==> src/hw/lpc_pkg.sv <==
// package for the low-power comparator interrupt logic: map, fields, state
// assumes a 32-bit apb slave with word-aligned registers
package lpc_pkg;

    // register byte offsets
    localparam logic [11:0] LPC_CFG_OFS    = 12'h000;
    localparam logic [11:0] LPC_FLAG_OFS   = 12'h004;
    localparam logic [11:0] LPC_FORCE_OFS  = 12'h008;
    localparam logic [11:0] LPC_MASK_OFS   = 12'h00C;
    localparam logic [11:0] LPC_MASKED_OFS = 12'h010;

    // configuration register fields, comparator 0 then comparator 1
    localparam int LPC_CMP_STRIDE  = 8;
    localparam int LPC_SEL_LSB     = 4;
    localparam int LPC_OUT_BIT     = 6;
    localparam int LPC_ON_BIT      = 7;
    localparam int LPC_NCMP        = 2;

    // reset values
    localparam logic [1:0] LPC_SEL_RST  = 2'h0;
    localparam logic       LPC_ON_RST   = 1'b0;
    localparam logic [1:0] LPC_MASK_RST = 2'h0;
    localparam logic [1:0] LPC_FLAG_RST = 2'h0;

    // edge selection codes
    typedef enum logic [1:0] {
        LPC_EDGE_OFF  = 2'h0,
        LPC_EDGE_RISE = 2'h1,
        LPC_EDGE_FALL = 2'h2,
        LPC_EDGE_BOTH = 2'h3
    } lpc_edge_e;

    // apb request
    typedef struct packed {
        logic        psel;
        logic        penable;
        logic        pwrite;
        logic [11:0] paddr;
        logic [31:0] pwdata;
    } lpc_apb_req_s;

    // apb answer
    typedef struct packed {
        logic [31:0] prdata;
        logic        pready;
        logic        pslverr;
    } lpc_apb_rsp_s;

    // whole state of the block
    typedef struct packed {
        logic [1:0] sync1;
        logic [1:0] sync2;
        logic [1:0] prev;
        logic [1:0] on;
        logic [3:0] sel;
        logic [1:0] flag;
        logic [1:0] mask;
        logic [1:0] wake;
        logic [31:0] rdata;
    } lpc_state_s;

endpackage : lpc_pkg
==> src/hw/lpc_irq.sv <==
// interrupt and output logic for two low-power comparators behind apb
// assumes raw comparator outputs are asynchronous to pclk
`timescale 1ns/1ps
module lpc_irq
    import lpc_pkg::*;
(
    input  wire logic                  pclk,         // system main clock, 20 MHz
    input  wire logic                  presetn,      // async reset, active low
    input  wire lpc_pkg::lpc_apb_req_s apb_req,      // apb request
    output lpc_pkg::lpc_apb_rsp_s      apb_rsp,      // apb answer
    input  wire logic [1:0]            cmp_raw,      // raw comparator outputs
    input  wire logic                  deep_sleep,   // device is in deep sleep
    output logic [1:0]                 cmp_pin_out,  // unsynchronised pin outputs
    output logic [1:0]                 cmp_on,       // comparator enables to analog
    output logic                       cmp_irq,      // shared cpu interrupt
    output logic                       cmp_wakeup    // wakeup controller request
);
    import lpc_pkg::*;

    lpc_state_s s_q;
    lpc_state_s s_d;

    logic [1:0]  edge_hit;
    logic [1:0]  set_ev;
    logic [1:0]  clr_ev;
    logic        wr_acc;
    logic        rd_acc;
    logic [31:0] cfg_word;

    // edge detector decode for one comparator
    function automatic logic edge_fires(input logic [1:0] sel, input logic cur,
                                        input logic prev);
        logic rise;
        logic fall;
        rise = cur & ~prev;
        fall = ~cur & prev;
        case (lpc_edge_e'(sel))
            LPC_EDGE_OFF:  edge_fires = 1'b0;
            LPC_EDGE_RISE: edge_fires = rise;
            LPC_EDGE_FALL: edge_fires = fall;
            LPC_EDGE_BOTH: edge_fires = rise | fall;
            default:       edge_fires = 1'b0;
        endcase
    endfunction : edge_fires

    // configuration word as software sees it
    always_comb begin
        cfg_word = 32'h0000_0000;
        for (int i = 0; i < LPC_NCMP; i++) begin
            cfg_word[i*LPC_CMP_STRIDE+LPC_OUT_BIT] = s_q.sync2[i];
            cfg_word[i*LPC_CMP_STRIDE+LPC_ON_BIT] = s_q.on[i];
            cfg_word[i*LPC_CMP_STRIDE+LPC_SEL_LSB +: 2] = s_q.sel[i*2 +: 2];
        end
    end

    // bus phase decode; zero wait states
    assign wr_acc = apb_req.psel & apb_req.penable & apb_req.pwrite;
    assign rd_acc = apb_req.psel & ~apb_req.penable & ~apb_req.pwrite;

    // next state
    always_comb begin
        s_d = s_q;
        // two-flop synchroniser, second flop feeds logic
        s_d.sync1 = cmp_raw;
        s_d.sync2 = s_q.sync1;
        s_d.prev  = s_q.sync2;
        for (int i = 0; i < LPC_NCMP; i++) begin
            edge_hit[i] = s_q.on[i] & edge_fires(s_q.sel[i*2 +: 2], s_q.sync2[i],
                                                 s_q.prev[i]);
        end
        set_ev = edge_hit;
        if (wr_acc && apb_req.paddr == LPC_FORCE_OFS) begin
            set_ev = edge_hit | apb_req.pwdata[1:0];
        end
        clr_ev = 2'h0;
        if (wr_acc && apb_req.paddr == LPC_FLAG_OFS) begin
            clr_ev = apb_req.pwdata[1:0];
        end
        // set beats clear, all on pclk
        s_d.flag = (s_q.flag & ~clr_ev) | set_ev;
        // wakeup pulse in deep sleep when armed
        s_d.wake = edge_hit & s_q.mask & {2{deep_sleep}};
        // register writes
        if (wr_acc && apb_req.paddr == LPC_CFG_OFS) begin
            for (int i = 0; i < LPC_NCMP; i++) begin
                s_d.on[i] = apb_req.pwdata[i*LPC_CMP_STRIDE+LPC_ON_BIT];
                s_d.sel[i*2 +: 2] = apb_req.pwdata[i*LPC_CMP_STRIDE+LPC_SEL_LSB +: 2];
            end
        end
        if (wr_acc && apb_req.paddr == LPC_MASK_OFS) begin
            s_d.mask = apb_req.pwdata[1:0];
        end
        // read data captured in setup, stands through access
        if (rd_acc) begin
            case (apb_req.paddr)
                LPC_CFG_OFS:    s_d.rdata = cfg_word;
                LPC_FLAG_OFS:   s_d.rdata = {30'h0, s_q.flag};
                LPC_FORCE_OFS:  s_d.rdata = {30'h0, s_q.flag};
                LPC_MASK_OFS:   s_d.rdata = {30'h0, s_q.mask};
                LPC_MASKED_OFS: s_d.rdata = {30'h0, s_q.flag & s_q.mask};
                default:        s_d.rdata = 32'h0000_0000;
            endcase
        end
    end

    // state register
    always_ff @(posedge pclk or negedge presetn) begin
        if (!presetn) begin
            s_q       <= '0;
            s_q.sel   <= {LPC_SEL_RST, LPC_SEL_RST};
            s_q.on    <= {LPC_ON_RST, LPC_ON_RST};
            s_q.mask  <= LPC_MASK_RST;
            s_q.flag  <= LPC_FLAG_RST;
        end else begin
            s_q <= s_d;
        end
    end

    // bus answer; unmapped addresses read zero and raise pslverr
    always_comb begin
        apb_rsp.prdata  = s_q.rdata;
        apb_rsp.pready  = 1'b1;
        apb_rsp.pslverr = apb_req.psel & apb_req.penable &
                          (apb_req.paddr > LPC_MASKED_OFS || apb_req.paddr[1:0] != 2'h0);
    end

    // pin path is the raw analog output
    assign cmp_pin_out = cmp_raw;
    assign cmp_on      = s_q.on;
    assign cmp_irq     = |(s_q.flag & s_q.mask);
    assign cmp_wakeup  = |s_q.wake;

    // checks
    a_flag_sets: assert property (@(posedge pclk) disable iff (!presetn)
        edge_hit[0] |=> s_q.flag[0]) else $error("edge did not set flag 0");
    a_clear_works: assert property (@(posedge pclk) disable iff (!presetn)
        (clr_ev[1] && !set_ev[1]) |=> !s_q.flag[1]) else $error("flag 1 not cleared");
    a_set_wins: assert property (@(posedge pclk) disable iff (!presetn)
        (clr_ev[0] && set_ev[0]) |=> s_q.flag[0]) else $error("clear beat set");
    a_irq_masked: assert property (@(posedge pclk) disable iff (!presetn)
        cmp_irq == ((s_q.flag[0] & s_q.mask[0]) | (s_q.flag[1] & s_q.mask[1])))
        else $error("irq line not masked or");
    a_force_sets: assert property (@(posedge pclk) disable iff (!presetn)
        (wr_acc && apb_req.paddr == LPC_FORCE_OFS && apb_req.pwdata[1])
        |=> s_q.flag[1]) else $error("force did not set flag 1");
    a_sync_delay: assert property (@(posedge pclk) disable iff (!presetn)
        ##2 s_q.sync2 == $past(cmp_raw, 2)) else $error("synchroniser depth wrong");
    a_rise_only: assert property (@(posedge pclk) disable iff (!presetn)
        (s_q.on[0] && s_q.sel[1:0] == 2'h1 && !s_q.sync2[0] && s_q.prev[0])
        |-> !edge_hit[0]) else $error("falling edge fired in rise mode");
    a_off_quiet: assert property (@(posedge pclk) disable iff (!presetn)
        (!s_q.on[1] || s_q.sel[3:2] == 2'h0) |-> !edge_hit[1])
        else $error("disabled comparator fired");
    a_wake_sleep: assert property (@(posedge pclk) disable iff (!presetn)
        cmp_wakeup |-> $past(deep_sleep)) else $error("wakeup outside deep sleep");
    a_hold_flag: assert property (@(posedge pclk) disable iff (!presetn)
        (s_q.flag[0] && clr_ev[0] == 1'b0) |=> s_q.flag[0])
        else $error("flag 0 dropped without clear");

    // flag set, hold and clear per comparator

    a_flag1_sets: assert property (@(posedge pclk) disable iff (!presetn)
        edge_hit[1]
        |=> s_q.flag[1])
        else $error("edge did not set flag 1");

    a_clear_flag0: assert property (@(posedge pclk) disable iff (!presetn)
        (clr_ev[0] && !set_ev[0])
        |=> !s_q.flag[0])
        else $error("flag 0 not cleared");

    a_set_wins1: assert property (@(posedge pclk) disable iff (!presetn)
        (clr_ev[1] && set_ev[1])
        |=> s_q.flag[1])
        else $error("clear beat set on flag 1");

    a_hold_flag1: assert property (@(posedge pclk) disable iff (!presetn)
        (s_q.flag[1] && !clr_ev[1])
        |=> s_q.flag[1])
        else $error("flag 1 dropped without clear");

    a_force_flag0: assert property (@(posedge pclk) disable iff (!presetn)
        (wr_acc && apb_req.paddr == LPC_FORCE_OFS && apb_req.pwdata[0])
        |=> s_q.flag[0])
        else $error("force did not set flag 0");

    a_zero_keeps: assert property (@(posedge pclk) disable iff (!presetn)
        (wr_acc && apb_req.paddr == LPC_FLAG_OFS && !apb_req.pwdata[0] && s_q.flag[0])
        |=> s_q.flag[0])
        else $error("zero write cleared flag 0");

    a_flag0_quiet: assert property (@(posedge pclk) disable iff (!presetn)
        (!s_q.flag[0] && !set_ev[0])
        |=> !s_q.flag[0])
        else $error("flag 0 set without cause");

    a_flag1_quiet: assert property (@(posedge pclk) disable iff (!presetn)
        (!s_q.flag[1] && !set_ev[1])
        |=> !s_q.flag[1])
        else $error("flag 1 set without cause");

    // flag changes only from their causes

    a_rose0_cause: assert property (@(posedge pclk) disable iff (!presetn)
        $rose(s_q.flag[0])
        |-> $past(set_ev[0]))
        else $error("flag 0 rose without set");

    a_rose1_cause: assert property (@(posedge pclk) disable iff (!presetn)
        $rose(s_q.flag[1])
        |-> $past(set_ev[1]))
        else $error("flag 1 rose without set");

    a_fell0_cause: assert property (@(posedge pclk) disable iff (!presetn)
        $fell(s_q.flag[0])
        |-> $past(clr_ev[0]))
        else $error("flag 0 fell without clear");

    a_fell1_cause: assert property (@(posedge pclk) disable iff (!presetn)
        $fell(s_q.flag[1])
        |-> $past(clr_ev[1]))
        else $error("flag 1 fell without clear");

    a_clr_source: assert property (@(posedge pclk) disable iff (!presetn)
        (clr_ev != 2'h0)
        |-> (wr_acc && apb_req.paddr == LPC_FLAG_OFS))
        else $error("clear without flag write");

    a_force_source: assert property (@(posedge pclk) disable iff (!presetn)
        ((set_ev & ~edge_hit) != 2'h0)
        |-> (wr_acc && apb_req.paddr == LPC_FORCE_OFS))
        else $error("set without edge or force write");

    // edge decode, comparator 0

    a_rise_fires: assert property (@(posedge pclk) disable iff (!presetn)
        (s_q.on[0] && s_q.sel[1:0] == 2'h1 && s_q.sync2[0] && !s_q.prev[0])
        |-> edge_hit[0])
        else $error("rising edge missed on 0");

    a_fall_fires: assert property (@(posedge pclk) disable iff (!presetn)
        (s_q.on[0] && s_q.sel[1:0] == 2'h2 && !s_q.sync2[0] && s_q.prev[0])
        |-> edge_hit[0])
        else $error("falling edge missed on 0");

    a_both_fires: assert property (@(posedge pclk) disable iff (!presetn)
        (s_q.on[0] && s_q.sel[1:0] == 2'h3 && s_q.sync2[0] != s_q.prev[0])
        |-> edge_hit[0])
        else $error("edge missed on 0 in both mode");

    a_fall_only: assert property (@(posedge pclk) disable iff (!presetn)
        (s_q.on[0] && s_q.sel[1:0] == 2'h2 && s_q.sync2[0] && !s_q.prev[0])
        |-> !edge_hit[0])
        else $error("rising edge fired in fall mode");

    a_off0_quiet: assert property (@(posedge pclk) disable iff (!presetn)
        (!s_q.on[0] || s_q.sel[1:0] == 2'h0)
        |-> !edge_hit[0])
        else $error("disabled comparator 0 fired");

    // edge decode, comparator 1, then steady output on both

    a_rise1_fires: assert property (@(posedge pclk) disable iff (!presetn)
        (s_q.on[1] && s_q.sel[3:2] == 2'h1 && s_q.sync2[1] && !s_q.prev[1])
        |-> edge_hit[1])
        else $error("rising edge missed on 1");

    a_fall1_fires: assert property (@(posedge pclk) disable iff (!presetn)
        (s_q.on[1] && s_q.sel[3:2] == 2'h2 && !s_q.sync2[1] && s_q.prev[1])
        |-> edge_hit[1])
        else $error("falling edge missed on 1");

    a_both1_fires: assert property (@(posedge pclk) disable iff (!presetn)
        (s_q.on[1] && s_q.sel[3:2] == 2'h3 && s_q.sync2[1] != s_q.prev[1])
        |-> edge_hit[1])
        else $error("edge missed on 1 in both mode");

    a_fall1_only: assert property (@(posedge pclk) disable iff (!presetn)
        (s_q.on[1] && s_q.sel[3:2] == 2'h2 && s_q.sync2[1] && !s_q.prev[1])
        |-> !edge_hit[1])
        else $error("rising edge fired in fall mode on 1");

    a_steady_quiet: assert property (@(posedge pclk) disable iff (!presetn)
        (s_q.sync2 == s_q.prev)
        |-> (edge_hit == 2'h0))
        else $error("edge fired on steady output");

    // synchroniser stages

    a_sync1_stage: assert property (@(posedge pclk) disable iff (!presetn)
        s_q.sync1 ==
        $past(cmp_raw))
        else $error("first sync stage wrong");

    a_sync2_stage: assert property (@(posedge pclk) disable iff (!presetn)
        s_q.sync2 ==
        $past(s_q.sync1))
        else $error("second sync stage wrong");

    a_prev_stage: assert property (@(posedge pclk) disable iff (!presetn)
        s_q.prev ==
        $past(s_q.sync2))
        else $error("edge history stage wrong");

    // register writes and reads

    a_on_write: assert property (@(posedge pclk) disable iff (!presetn)
        (wr_acc && apb_req.paddr == LPC_CFG_OFS) |=> s_q.on ==
        {$past(apb_req.pwdata[LPC_CMP_STRIDE+LPC_ON_BIT]), $past(apb_req.pwdata[LPC_ON_BIT])})
        else $error("enable bits not written");

    a_sel_write: assert property (@(posedge pclk) disable iff (!presetn)
        (wr_acc && apb_req.paddr == LPC_CFG_OFS) |=> s_q.sel == {$past(apb_req.pwdata[
        LPC_CMP_STRIDE+LPC_SEL_LSB +: 2]), $past(apb_req.pwdata[LPC_SEL_LSB +: 2])})
        else $error("edge selects not written");

    a_mask_write: assert property (@(posedge pclk) disable iff (!presetn)
        (wr_acc && apb_req.paddr == LPC_MASK_OFS)
        |=> s_q.mask == $past(apb_req.pwdata[1:0]))
        else $error("mask not written");

    a_masked_read: assert property (@(posedge pclk) disable iff (!presetn)
        (rd_acc && apb_req.paddr == LPC_MASKED_OFS)
        |=> apb_rsp.prdata == {30'h0, $past(s_q.flag & s_q.mask)})
        else $error("masked view read wrong");

    a_flag_read: assert property (@(posedge pclk) disable iff (!presetn)
        (rd_acc && apb_req.paddr == LPC_FLAG_OFS)
        |=> apb_rsp.prdata == {30'h0, $past(s_q.flag)})
        else $error("flag read wrong");

    a_out_read: assert property (@(posedge pclk) disable iff (!presetn)
        (rd_acc && apb_req.paddr == LPC_CFG_OFS)
        |=> apb_rsp.prdata[LPC_OUT_BIT] == $past(s_q.sync2[0]))
        else $error("output status read wrong");

    // shared line and wakeup

    a_irq_or: assert property (@(posedge pclk) disable iff (!presetn)
        (s_q.flag[1] && s_q.mask[1])
        |-> cmp_irq)
        else $error("unmasked flag 1 missing on line");

    a_irq_gated: assert property (@(posedge pclk) disable iff (!presetn)
        (s_q.mask == 2'h0)
        |-> !cmp_irq)
        else $error("line high with all masked");

    a_wake_armed: assert property (@(posedge pclk) disable iff (!presetn)
        cmp_wakeup
        |-> $past((edge_hit & s_q.mask) != 2'h0))
        else $error("wakeup without armed edge");

    a_wake_fires: assert property (@(posedge pclk) disable iff (!presetn)
        (deep_sleep && (edge_hit & s_q.mask) != 2'h0)
        |=> cmp_wakeup)
        else $error("armed edge gave no wakeup");

endmodule : lpc_irq

==> config.mk <==
export PLATFORM = sky130hd
export DESIGN_NAME = lpc_irq
export DESIGN_NICKNAME = d
export VERILOG_FILES = /design/src/hw/lpc_pkg.sv /design/src/hw/lpc_irq.sv
export SDC_FILE = /design/constraint.sdc
export NUM_CORES = 1
export LEC_CHECK = 0
export BUFFER_PORTS_ARGS = -buffer_cell sky130_fd_sc_hd__buf_4
export CAP_MARGIN = 20
export CELL_PAD_IN_SITES_DETAIL_PLACEMENT = 1
export CELL_PAD_IN_SITES_GLOBAL_PLACEMENT = 2
export CORE_MARGIN = 5
export CORE_UTILIZATION = 24
export DETAILED_ROUTE_END_ITERATION = 16
export PLACE_DENSITY = 0.81
export SETUP_SLACK_MARGIN = 0.05
export SYNTH_ARGS = -nofsm -noshare
export SYNTH_HDL_FRONTEND = slang
export SYNTH_SLANG_ARGS = --single-unit
==> constraint.sdc <==
create_clock -name pclk -period 1.6 [get_ports pclk]
set_input_delay 0.32 -clock pclk [delete_from_list [all_inputs] [get_ports pclk]]
set_output_delay 0.32 -clock pclk [all_outputs]
set_load 0.03 [all_outputs]
==> out/metrics.cfg, run 1 <==
[worst_hold_path]
min_to = s_d[46]
hp-start = cmp_raw[0]
hp-class = primary input to flop
min_delay_path_depth = 1

[worst_setup_path]
crit_required_ps = 1280
crit_path_cell_trace = buf_6 -> nor4_4 -> buf_4 -> and3_4 -> a21oi_2 -> buf_6
r2r_cells = 5
worst-path-max-fanout = 2
critPathArrivalTime_ps = 1210
slowest_delay_ps = 270
worst-setup-path-type = primary input to primary output
cp_top_family = simple AND/OR/NAND/NOR gates
cpMaxStageDelayCell = nor4_4
r2r-end = s_q[33]
cp-startpoint = apb_req[42]
reg2reg_slack_ps = 270
crit_buf_inv = 3
worstReg2RegStart = cfg_word[14]
cp-start-kind = primary input
path_depth = 6
cp-end-kind = primary output
critical_path.most_common_cell = buf_6

[yosys]
yosys.area.top_type_share_pct = 44.8
synth_top_family_by_area = buffers and inverters
synth-xor-area-share_pct = 0
ys_types = 31
ys.flop_type = dfrtp_1
ys_top_cells_by_area = dfrtp_1 (45%), buf_4 (18%), mux2_1 (6.5%)
syn_avg_cell_area_sq_um = 10.9
netlist_instances = 144
synth_async_sr_flop_share_pct = 100
yosysWarnings = 0
synth-edff-count = 0
synth-simple-area-share_pct = 13.5
syn_area_sq_mm = 0.00156
synth_seq_cells = 28
synth_mux_area_share_pct = 7.21
yosysTopAreaCell = dfrtp_1
ys_seq_area_share_pct = 44.8
yosys.area_share.adder_pct = 3.20
synth_compound_area_share_pct = 11.2

[floorplan]
io_pins = 92
rows = 29
die_area_sq_mm = 0.00823
initial_utilization_pct = 24.6
fp.dieH_um = 90.7
core_sq_mm = 0.00635
fp.dieW_um = 90.7

[cts]
path_clk_slew_ps = 90
cts-root-buf = clkbuf_8
numCtsBuffers = 3
insertion_delay_ps = 270
cts_buffer_depth = 2
htree_levels = 1
cts_tree = yes
cts_sinks = 28

[global_route]
overflow = 0
grt_pass1_wl_um = 5710
grt_max_degree = 29
grt_pass1_vias = 1147
grt.total_usage_pct = 8.44
antenna_found_initial = 0

[sta]
min_period_over_period_pct = 95.6
holdWs_ps = 157
finalHoldViolCount = 0
finalCriticalPeriod_ps = 1530
setup_ws_ps = 69.8
finClkSkew_ps = 1.94
setup_violations = 0
rsz0062_at_grt = yes
max_freq_mhz = 654
drv_slew = 0

[finish]
final_nets = 240
final_area_sq_mm = 0.00196
multiInputGateArea_sq_um = 658
area_growth_pct = 25.2
drive_gt1_share_pct = 35.5
utilization_pct = 30.8
seq_area_sq_um = 701
final_cell_mix = buf_4 (49), dfrtp_1 (28), conb_1 (23)
final_common_cell = buf_4
diodes = 0
fillCellCount = 713

[pwr]
leakagePower_nw = 1.04
power_density_mw_per_mm2 = 697
swShare_pct = 26.2
power_frac_seq_pct = 52.8
power_frac_comb_pct = 15.1
clock_power_share_pct = 32.1
ir_drop_mv = 0.448
p_switching_uw = 357
internal_power_mw = 1.01

[place]
hpwl_um = 2770
port_buffers = 44
gp_congestion = 0.717
placed_area_sq_mm = 0.00186
preCtsSetupSlack_ps = -113

[run]
maxCapViolCount = 0

[detailed_routing]
via_per_inst = 4.18
first_pass_iters = 2
post_drt_wl_per_cell_um = 13.5
routed_wl_um = 3500
drc_errors = 0
drt-initial-drc-count = 13
ant_nets = 0
num_vias = 1088

[status]
status = completed

==> kinds of logic (layout without fill, tap and decap cells) <==
group,Yosys count,after routing
AOI/OAI and AO/OA,24,24
muxes,10,10
and+or+nand+nor,32,32
other,2,23
DFF,28,28
adders and majority gates,4,4
buffers and inverters,44,62
==> area by class of cell <==
class / count / share of cell area, %
clock buffer: 4 / 2.81
inverter: 4 / 0.767
multi-input combinational: 93 / 33.6
sequential: 28 / 35.8
tap: 77 / 4.92
timing repair buffer: 54 / 22.1
==> power groups by stage <==
stage / Sequential, mW / Combinational [mW] / Clock (mW)
floorplan: 0.733 / 0.152 / 0
global placement: 0.734 / 0.197 / 0
detailed placement: 0.734 / 0.199 / 0
CTS: 0.720 / 0.205 / 0.457
global route: 0.721 / 0.224 / 0.486
finish: 0.720 / 0.206 / 0.438
==> metrics by stage <==
| stage | instances | power (mW) | setup TNS, ps |
|---|---|---|---|
| 6_report | 260 | 1.36 | 0 |
| 5_1_grt | 260 | 1.43 | 0 |
| 4_1_cts | 260 | 1.38 | 0 |
| 3_5_place_dp | 254 | 0.934 | -1500 |
| 3_3_place_gp | 254 | 0.931 | -1330 |
| 2_1_floorplan | 165 | 0.885 | 0 |
==> worst max path at each step <==
stage / endpoint / slack, ps
2_1_floorplan: cfg_word[12] / 50
4_1_cts: apb_rsp[0] / 50
5_1_grt: apb_rsp[0] / 50
6_report: apb_rsp[0] / 70
3_5_place_dp: s_q[35] / -110
3_3_place_gp: cfg_word[12] / -100
==> Yosys cell counts (all sizes together), types with 2 or more instances <==
library cell  instances
dfrtp                28
and4                  3
nor2b                 6
mux2                 10
a22oi                 2
clkbuf                2
inv                   4
buf                  38
conb                  2
a22o                 10
nand2                 7
o22ai                 2
ha                    4
o21ai                 5
o2bb2ai               2
nor2                  4
a31oi                 2
and3                  3
==> repair_timing <==
action,in CTS,in global routing
resized for setup,3,3
cloned,0,0
buffers inserted,1,0
endpoints found under the hold margin,28,0
pin swaps,2,2
setup endpoints to repair,1,1
hold buffers,1,0
==> routing by layer <==
layer | share of wire [%] | track usage, % | vias to the layer above | wire length [um]
li1 | - | - | 522 | -
met1 | 40 | 9.78 | 525 | 1390
met2 | 51 | 14.1 | 41 | 1780
met3 | 9.5 | 3.58 | 0 | 334
met4 | 0 | 2.48 | 0 | 0
met5 | 0 | 0 | - | 0
==> flip-flops by register name, summed over array words and instances (netlist names) <==
signal	cells
apb_rsp	10
cmp_on	2
s_d	2
s_q	8
cfg_word	6
==> worst reg2reg max path, stage by stage (launching register included) <==
cell     delay (ps)
dfrtp_1         420
ha_1            280
nor2b_1          40
o21ai_0         150
o21ai_0         130
and4_1          210
(Power assumes the default switching activity.)
==> run 2: changes to the inputs <==
CORE_MARGIN = 8   (was 5)
==> run 2 against run 1 <==
  * Sequential cell count did not move
  * First-iteration DRC count rose by 62%
  * Die area rose by 14%
  * Core utilization rose by 0.18 points
  * Setup slack improved by 5.1 ps
  * Clock skew rose by 1.9 ps
  * Sequential share of layout area did not move
==> out/metrics.cfg, run 2 (synthesis gave the netlist of run 1 again) <==
[worst_setup_path]
worst-setup-path-type = primary input to primary output
crit_required_ps = 1280  ; about the same
cp-end-kind = primary output
worst-path-max-fanout = 2  ; unchanged
critPathArrivalTime_ps = 1210  ; about the same
r2r_cells = 5  ; unchanged
cp-start-kind = primary input

[detailed_routing]
drc_errors = 0  ; unchanged
post_drt_wl_per_cell_um = 13.5  ; about the same
ant_nets = 0  ; unchanged
routed_wl_um = 3510  ; about the same
drt-initial-drc-count = 21  ; +8
via_per_inst = 4.13  ; -1.4%
num_vias = 1073  ; -1.4%
first_pass_iters = 3  ; +1

[cts]
cts-root-buf = clkbuf_8
numCtsBuffers = 3  ; unchanged
cts_tree = yes
cts_sinks = 28  ; unchanged
htree_levels = 1  ; unchanged
insertion_delay_ps = 270  ; about the same
cts_buffer_depth = 2  ; unchanged
path_clk_slew_ps = 90  ; about the same

[pwr]
leakagePower_nw = 1.04  ; unchanged
power_frac_seq_pct = 53.1  ; +0.3 points
power_frac_comb_pct = 15.2  ; about the same
internal_power_mw = 1.01  ; about the same
p_switching_uw = 349  ; -2.2%
p_total_mw = 1.36  ; -0.57%
clock_power_share_pct = 31.7  ; -0.4 points
ir_drop_mv = 0.407  ; -9.2%
power_density_mw_per_mm2 = 693  ; -0.57%
swShare_pct = 25.8  ; -0.42 points

[finish]
final_common_cell = buf_4
diodes = 0  ; unchanged
final_nets = 240  ; unchanged
seq_area_sq_um = 701  ; unchanged
final_area_sq_mm = 0.00196  ; unchanged
multiInputGateArea_sq_um = 658  ; unchanged
area_growth_pct = 25.2  ; unchanged
largest_register_ffs = 10  ; unchanged
final_cell_mix = buf_4 (49), dfrtp_1 (28), conb_1 (23)
drive_gt1_share_pct = 35.5  ; unchanged
final_cells = 260  ; unchanged
utilization_pct = 31.0  ; +0.18 points
fillCellCount = 730  ; +2.4%

[floorplan]
initial_utilization_pct = 24.8  ; +0.14 points
io_pins = 92  ; unchanged
fp.dieW_um = 96.7  ; +6.6%
core_sq_mm = 0.00631  ; -0.57%
fp.dieH_um = 96.7  ; +6.6%
die_area_sq_mm = 0.00935  ; +14%
rows = 29  ; unchanged

[place]
placed_area_sq_mm = 0.00186  ; unchanged
dp.cells = 254  ; unchanged
port_buffers = 44  ; unchanged
hpwl_um = 2940  ; +6.1%
gp_congestion = 0.735  ; +2.5%
preCtsSetupSlack_ps = -110  ; +3.04 ps

[worst_hold_path]
min_delay_path_depth = 1  ; unchanged
hp-class = primary input to flop

[sta]
finalHoldViolCount = 0  ; unchanged
drv_slew = 0  ; unchanged
min_period_over_period_pct = 95.3  ; -0.32 points
finalCriticalPeriod_ps = 1530  ; -5.07 ps
finClkSkew_ps = 3.79  ; +1.85 ps
rsz0062_at_grt = yes
setup_ws_ps = 74.9  ; +5.07 ps
max_freq_mhz = 656  ; +0.33%
setup_violations = 0  ; unchanged

[global_route]
grt.total_usage_pct = 7.35  ; -1.1 points
overflow = 0  ; unchanged
grt_pass1_wl_um = 5820  ; +1.9%
grt_max_degree = 29  ; unchanged
grt_pass1_vias = 1196  ; +4.3%
antenna_found_initial = 0  ; unchanged

[status]
status = completed

[run]
maxCapViolCount = 0  ; unchanged

-- run 2: cell counts in the layout (fill, tap and decap cells not counted) --
Identical to the previous run, type by type.
-- run 2: through the flow --
stage / hold slack [ps] / setup TNS (ps)
after CTS: 149 / 0
after global routing: 146 / 0
final: 156 / 0
after detailed placement: 258 / -1320
after global placement: 257 / -1330
after floorplan: 24.4 / 0
-- run 2: final cells by class --
cell class / instances / share of cell area [%]
inverters: 4 / 0.767
flip-flops and latches: 28 / 35.8
multi-input cells: 93 / 33.6
well taps: 77 / 4.92
clock buffers: 4 / 2.81
repair buffers: 54 / 22.1
-- run 2: repair_timing --
action | CTS | global route
gates resized for setup | 3 | 3
hold buffers | 1 | 0
endpoints found under the setup margin | 1 | 1
pin swaps | 2 | 2
hold endpoints to repair | 28 | 0
buffers inserted | 1 | 0
-- run 2: path summary, 6_finish.rpt --
kind,from,end,slack (ps)
hold reg to reg,s_d[46],cfg_word[6],360
max in group asynchronous,presetn,s_q[34],850
setup / recovery,apb_req[42],apb_rsp[0],70
min in group asynchronous,presetn,apb_rsp[16],490
setup reg to reg,cfg_word[14],s_q[33],230
hold / removal,cmp_raw[0],s_d[46],160
-- run 2: metal layers --
layer / track usage, % / vias to the layer above / part of all wire (%)
met4: 2.13 / 0 / 0.97
met2: 13.2 / 35 / 53
met1: 7.97 / 516 / 40
li1: - / 520 / -
met3: 2.42 / 2 / 6.1
met5: 0 / - / 0
-- run 2: power groups by stage --
| stage | clock [mW] | sequential, mW | combinational [mW] |
|---|---|---|---|
| after global placement | 0 | 0.734 | 0.197 |
| after detailed placement | 0 | 0.734 | 0.199 |
| after global routing | 0.466 | 0.722 | 0.223 |
| final | 0.430 | 0.720 | 0.206 |
| after floorplan | 0 | 0.733 | 0.152 |
| after CTS | 0.446 | 0.720 | 0.204 |
-- run 2: worst max-delay path: stages --
cell and delay (ps):
buf_6 90, nor4_4 270, buf_4 150, and3_4 170, a21oi_2 60, buf_6 140
==> run 3: changes to the inputs <==
PLACE_DENSITY = 0.89   (was 0.81)
==> run 3 against run 2 <==
  * Setup slack lost 10 ps
  * Maximum frequency shrank 0.67%
  * Clock power up 30%
  * Core utilization rose by 0.38 points
  * Sequential share of layout area is 0.43 points lower
  * Die area stayed put
  * Worst hold slack got worse by 3.6 ps
  * Power increased by 9.8%
  * Global-route usage rose by 0.29 points
  * Largest power group unchanged
==> out/metrics.cfg, run 3 (synthesis gave the netlist of run 1 again) <==
[sta]
drv_slew = 0  ; unchanged
finalCriticalPeriod_ps = 1540  ; +10.3 ps
min_period_over_period_pct = 96.0  ; +0.64 points
tns_ps = 0  ; unchanged
holdWs_ps = 152  ; -3.63 ps
finalHoldViolCount = 0  ; unchanged
finClkSkew_ps = 5.47  ; +1.68 ps
max_freq_mhz = 651  ; -0.67%
setup_violations = 0  ; unchanged
rsz0062_at_grt = yes

[worst_setup_path]
cp-end-kind = primary output
cp-start-kind = primary input
cp-startpoint = apb_req[42]
crit_required_ps = 1280  ; about the same
worst-path-max-fanout = 2  ; unchanged
worst-setup-path-type = primary input to primary output
worstReg2RegStart = cfg_word[14]
critPathArrivalTime_ps = 1220  ; about the same

[finish]
area_growth_pct = 26.7
final_cell_mix = buf_4 (49), dfrtp_1 (28), conb_1 (23)
drive_gt1_share_pct = 35.5  ; unchanged
diodes = 0  ; unchanged
largest_register_ffs = 10  ; unchanged
final_nets = 240  ; unchanged
final_common_cell = buf_4

[pwr]
ir_drop_mv = 0.319  ; -22%
p_total_mw = 1.49  ; +9.8%
power_density_mw_per_mm2 = 752  ; +8.5%
p_switching_uw = 367  ; +4.9%
leakagePower_nw = 1.05  ; +0.82%
power_frac_seq_pct = 48.4  ; -4.7 points
power_frac_comb_pct = 14.0  ; -1.2 points
internal_power_mw = 1.12  ; +11%
clock_power_share_pct = 37.6  ; +5.9 points
swShare_pct = 24.6  ; -1.1 points

[cts]
cts_sinks = 28  ; unchanged
cts-root-buf = clkbuf_8
insertion_delay_ps = 270  ; about the same
cts_buffer_depth = 2  ; unchanged
numCtsBuffers = 3  ; unchanged
htree_levels = 1  ; unchanged
path_clk_slew_ps = 100  ; about the same
cts_tree = yes

[detailed_routing]
wl_met1_um = 1530  ; +8.5%
wl_met3_um = 266  ; +24%
drt-initial-drc-count = 48  ; +130%
routed_wl_um = 3700  ; +5.4%
via_per_inst = 4.20  ; +1.8%
num_vias = 1092  ; +1.8%
drc_errors = 0  ; unchanged
ant_nets = 0  ; unchanged
first_pass_iters = 4  ; +1
route.met2.wl_um = 1830  ; -0.86%
top_layer = met4
post_drt_wl_per_cell_um = 14.2  ; +5.4%

[global_route]
antenna_found_initial = 0  ; unchanged
grt_pass1_vias = 1204  ; +0.67%
grt_pass1_wl_um = 5950  ; +2.3%
grt.total_usage_pct = 7.63  ; +0.29 points
overflow = 0  ; unchanged
grt_max_degree = 29  ; unchanged

[place]
port_buffers = 44  ; unchanged
gp_congestion = 0.742  ; +0.94%
hpwl_um = 3020  ; +2.8%

[worst_hold_path]
hp-start = cmp_raw[0]
hp-class = primary input to flop

[floorplan]
fp.dieW_um = 96.7  ; unchanged
rows = 29  ; unchanged
core_sq_mm = 0.00631  ; unchanged
die_area_sq_mm = 0.00935  ; unchanged
io_pins = 92  ; unchanged
initial_utilization_pct = 24.8  ; unchanged
fp.dieH_um = 96.7  ; unchanged

[run]
maxCapViolCount = 0  ; unchanged

[status]
status = completed

[run 3: changes by cell type in the layout (fill, tap and decap cells not counted), sizes merged]
cell / before / now
clkbuf: 4 / 3
bufinv: 0 / 1
[run 3: layout make-up]
cell class / instances / area, sq um
clock buffer: 3 / 41.3
clock inverter: 1 / 30.0
fill: 708 / 4330
inverter: 4 / 15.0
multi-input combinational: 93 / 666
sequential: 28 / 701
tap: 77 / 96.3
timing repair buffer: 54 / 432
[run 3: final timing paths]
path	end	slack, ps	depth (start not counted)
setup / recovery	apb_rsp[0]	60	6
hold / removal	s_d[46]	150	1
setup reg to reg	s_q[33]	200	5
hold reg to reg	cfg_word[6]	360	0
max in group asynchronous	s_q[35]	850	2
min in group asynchronous	s_d[46]	490	2
[run 3: metrics by stage]
stage / cells / area, sq um / utilization [%] / worst slack [ps]
3_3_place_gp: 254 / 1860 / 29.4 / -92.9
2_1_floorplan: 165 / 1650 / - / 54.1
4_1_cts: 259 / 1950 / 30.9 / 55.7
5_1_grt: 260 / 1980 / 31.4 / 35.8
3_5_place_dp: 254 / 1860 / 29.4 / -139
6_report: 260 / 1980 / 31.4 / 64.6
[run 3: repair_timing]
item,in CTS,in global routing
pin swaps,2,2
buffers inserted,0,1
resized for setup,3,4
hold buffers,1,0
hold endpoints to repair,28,0
endpoints found under the setup margin,1,1
[run 3: metal layers]
metal / up-vias / GRT usage [%]
li1: 518 / -
met1: 535 / 8.66
met2: 35 / 12.6
met3: 4 / 2.49
met4: 0 / 3.79
met5: - / 0
[run 3: worst max-delay path, cell delays in order]
cell	delay, ps
buf_6	100
nor4_4	260
buf_4	150
and3_4	180
a21oi_4	50
buf_6	150
[run 3: power groups by stage]
stage	Sequential, mW	Clock (mW)	Combinational, mW
after global routing	0.722	0.603	0.225
after floorplan	0.733	0	0.152
after CTS	0.721	0.578	0.205
after detailed placement	0.735	0	0.200
final	0.720	0.560	0.209
after global placement	0.734	0	0.196
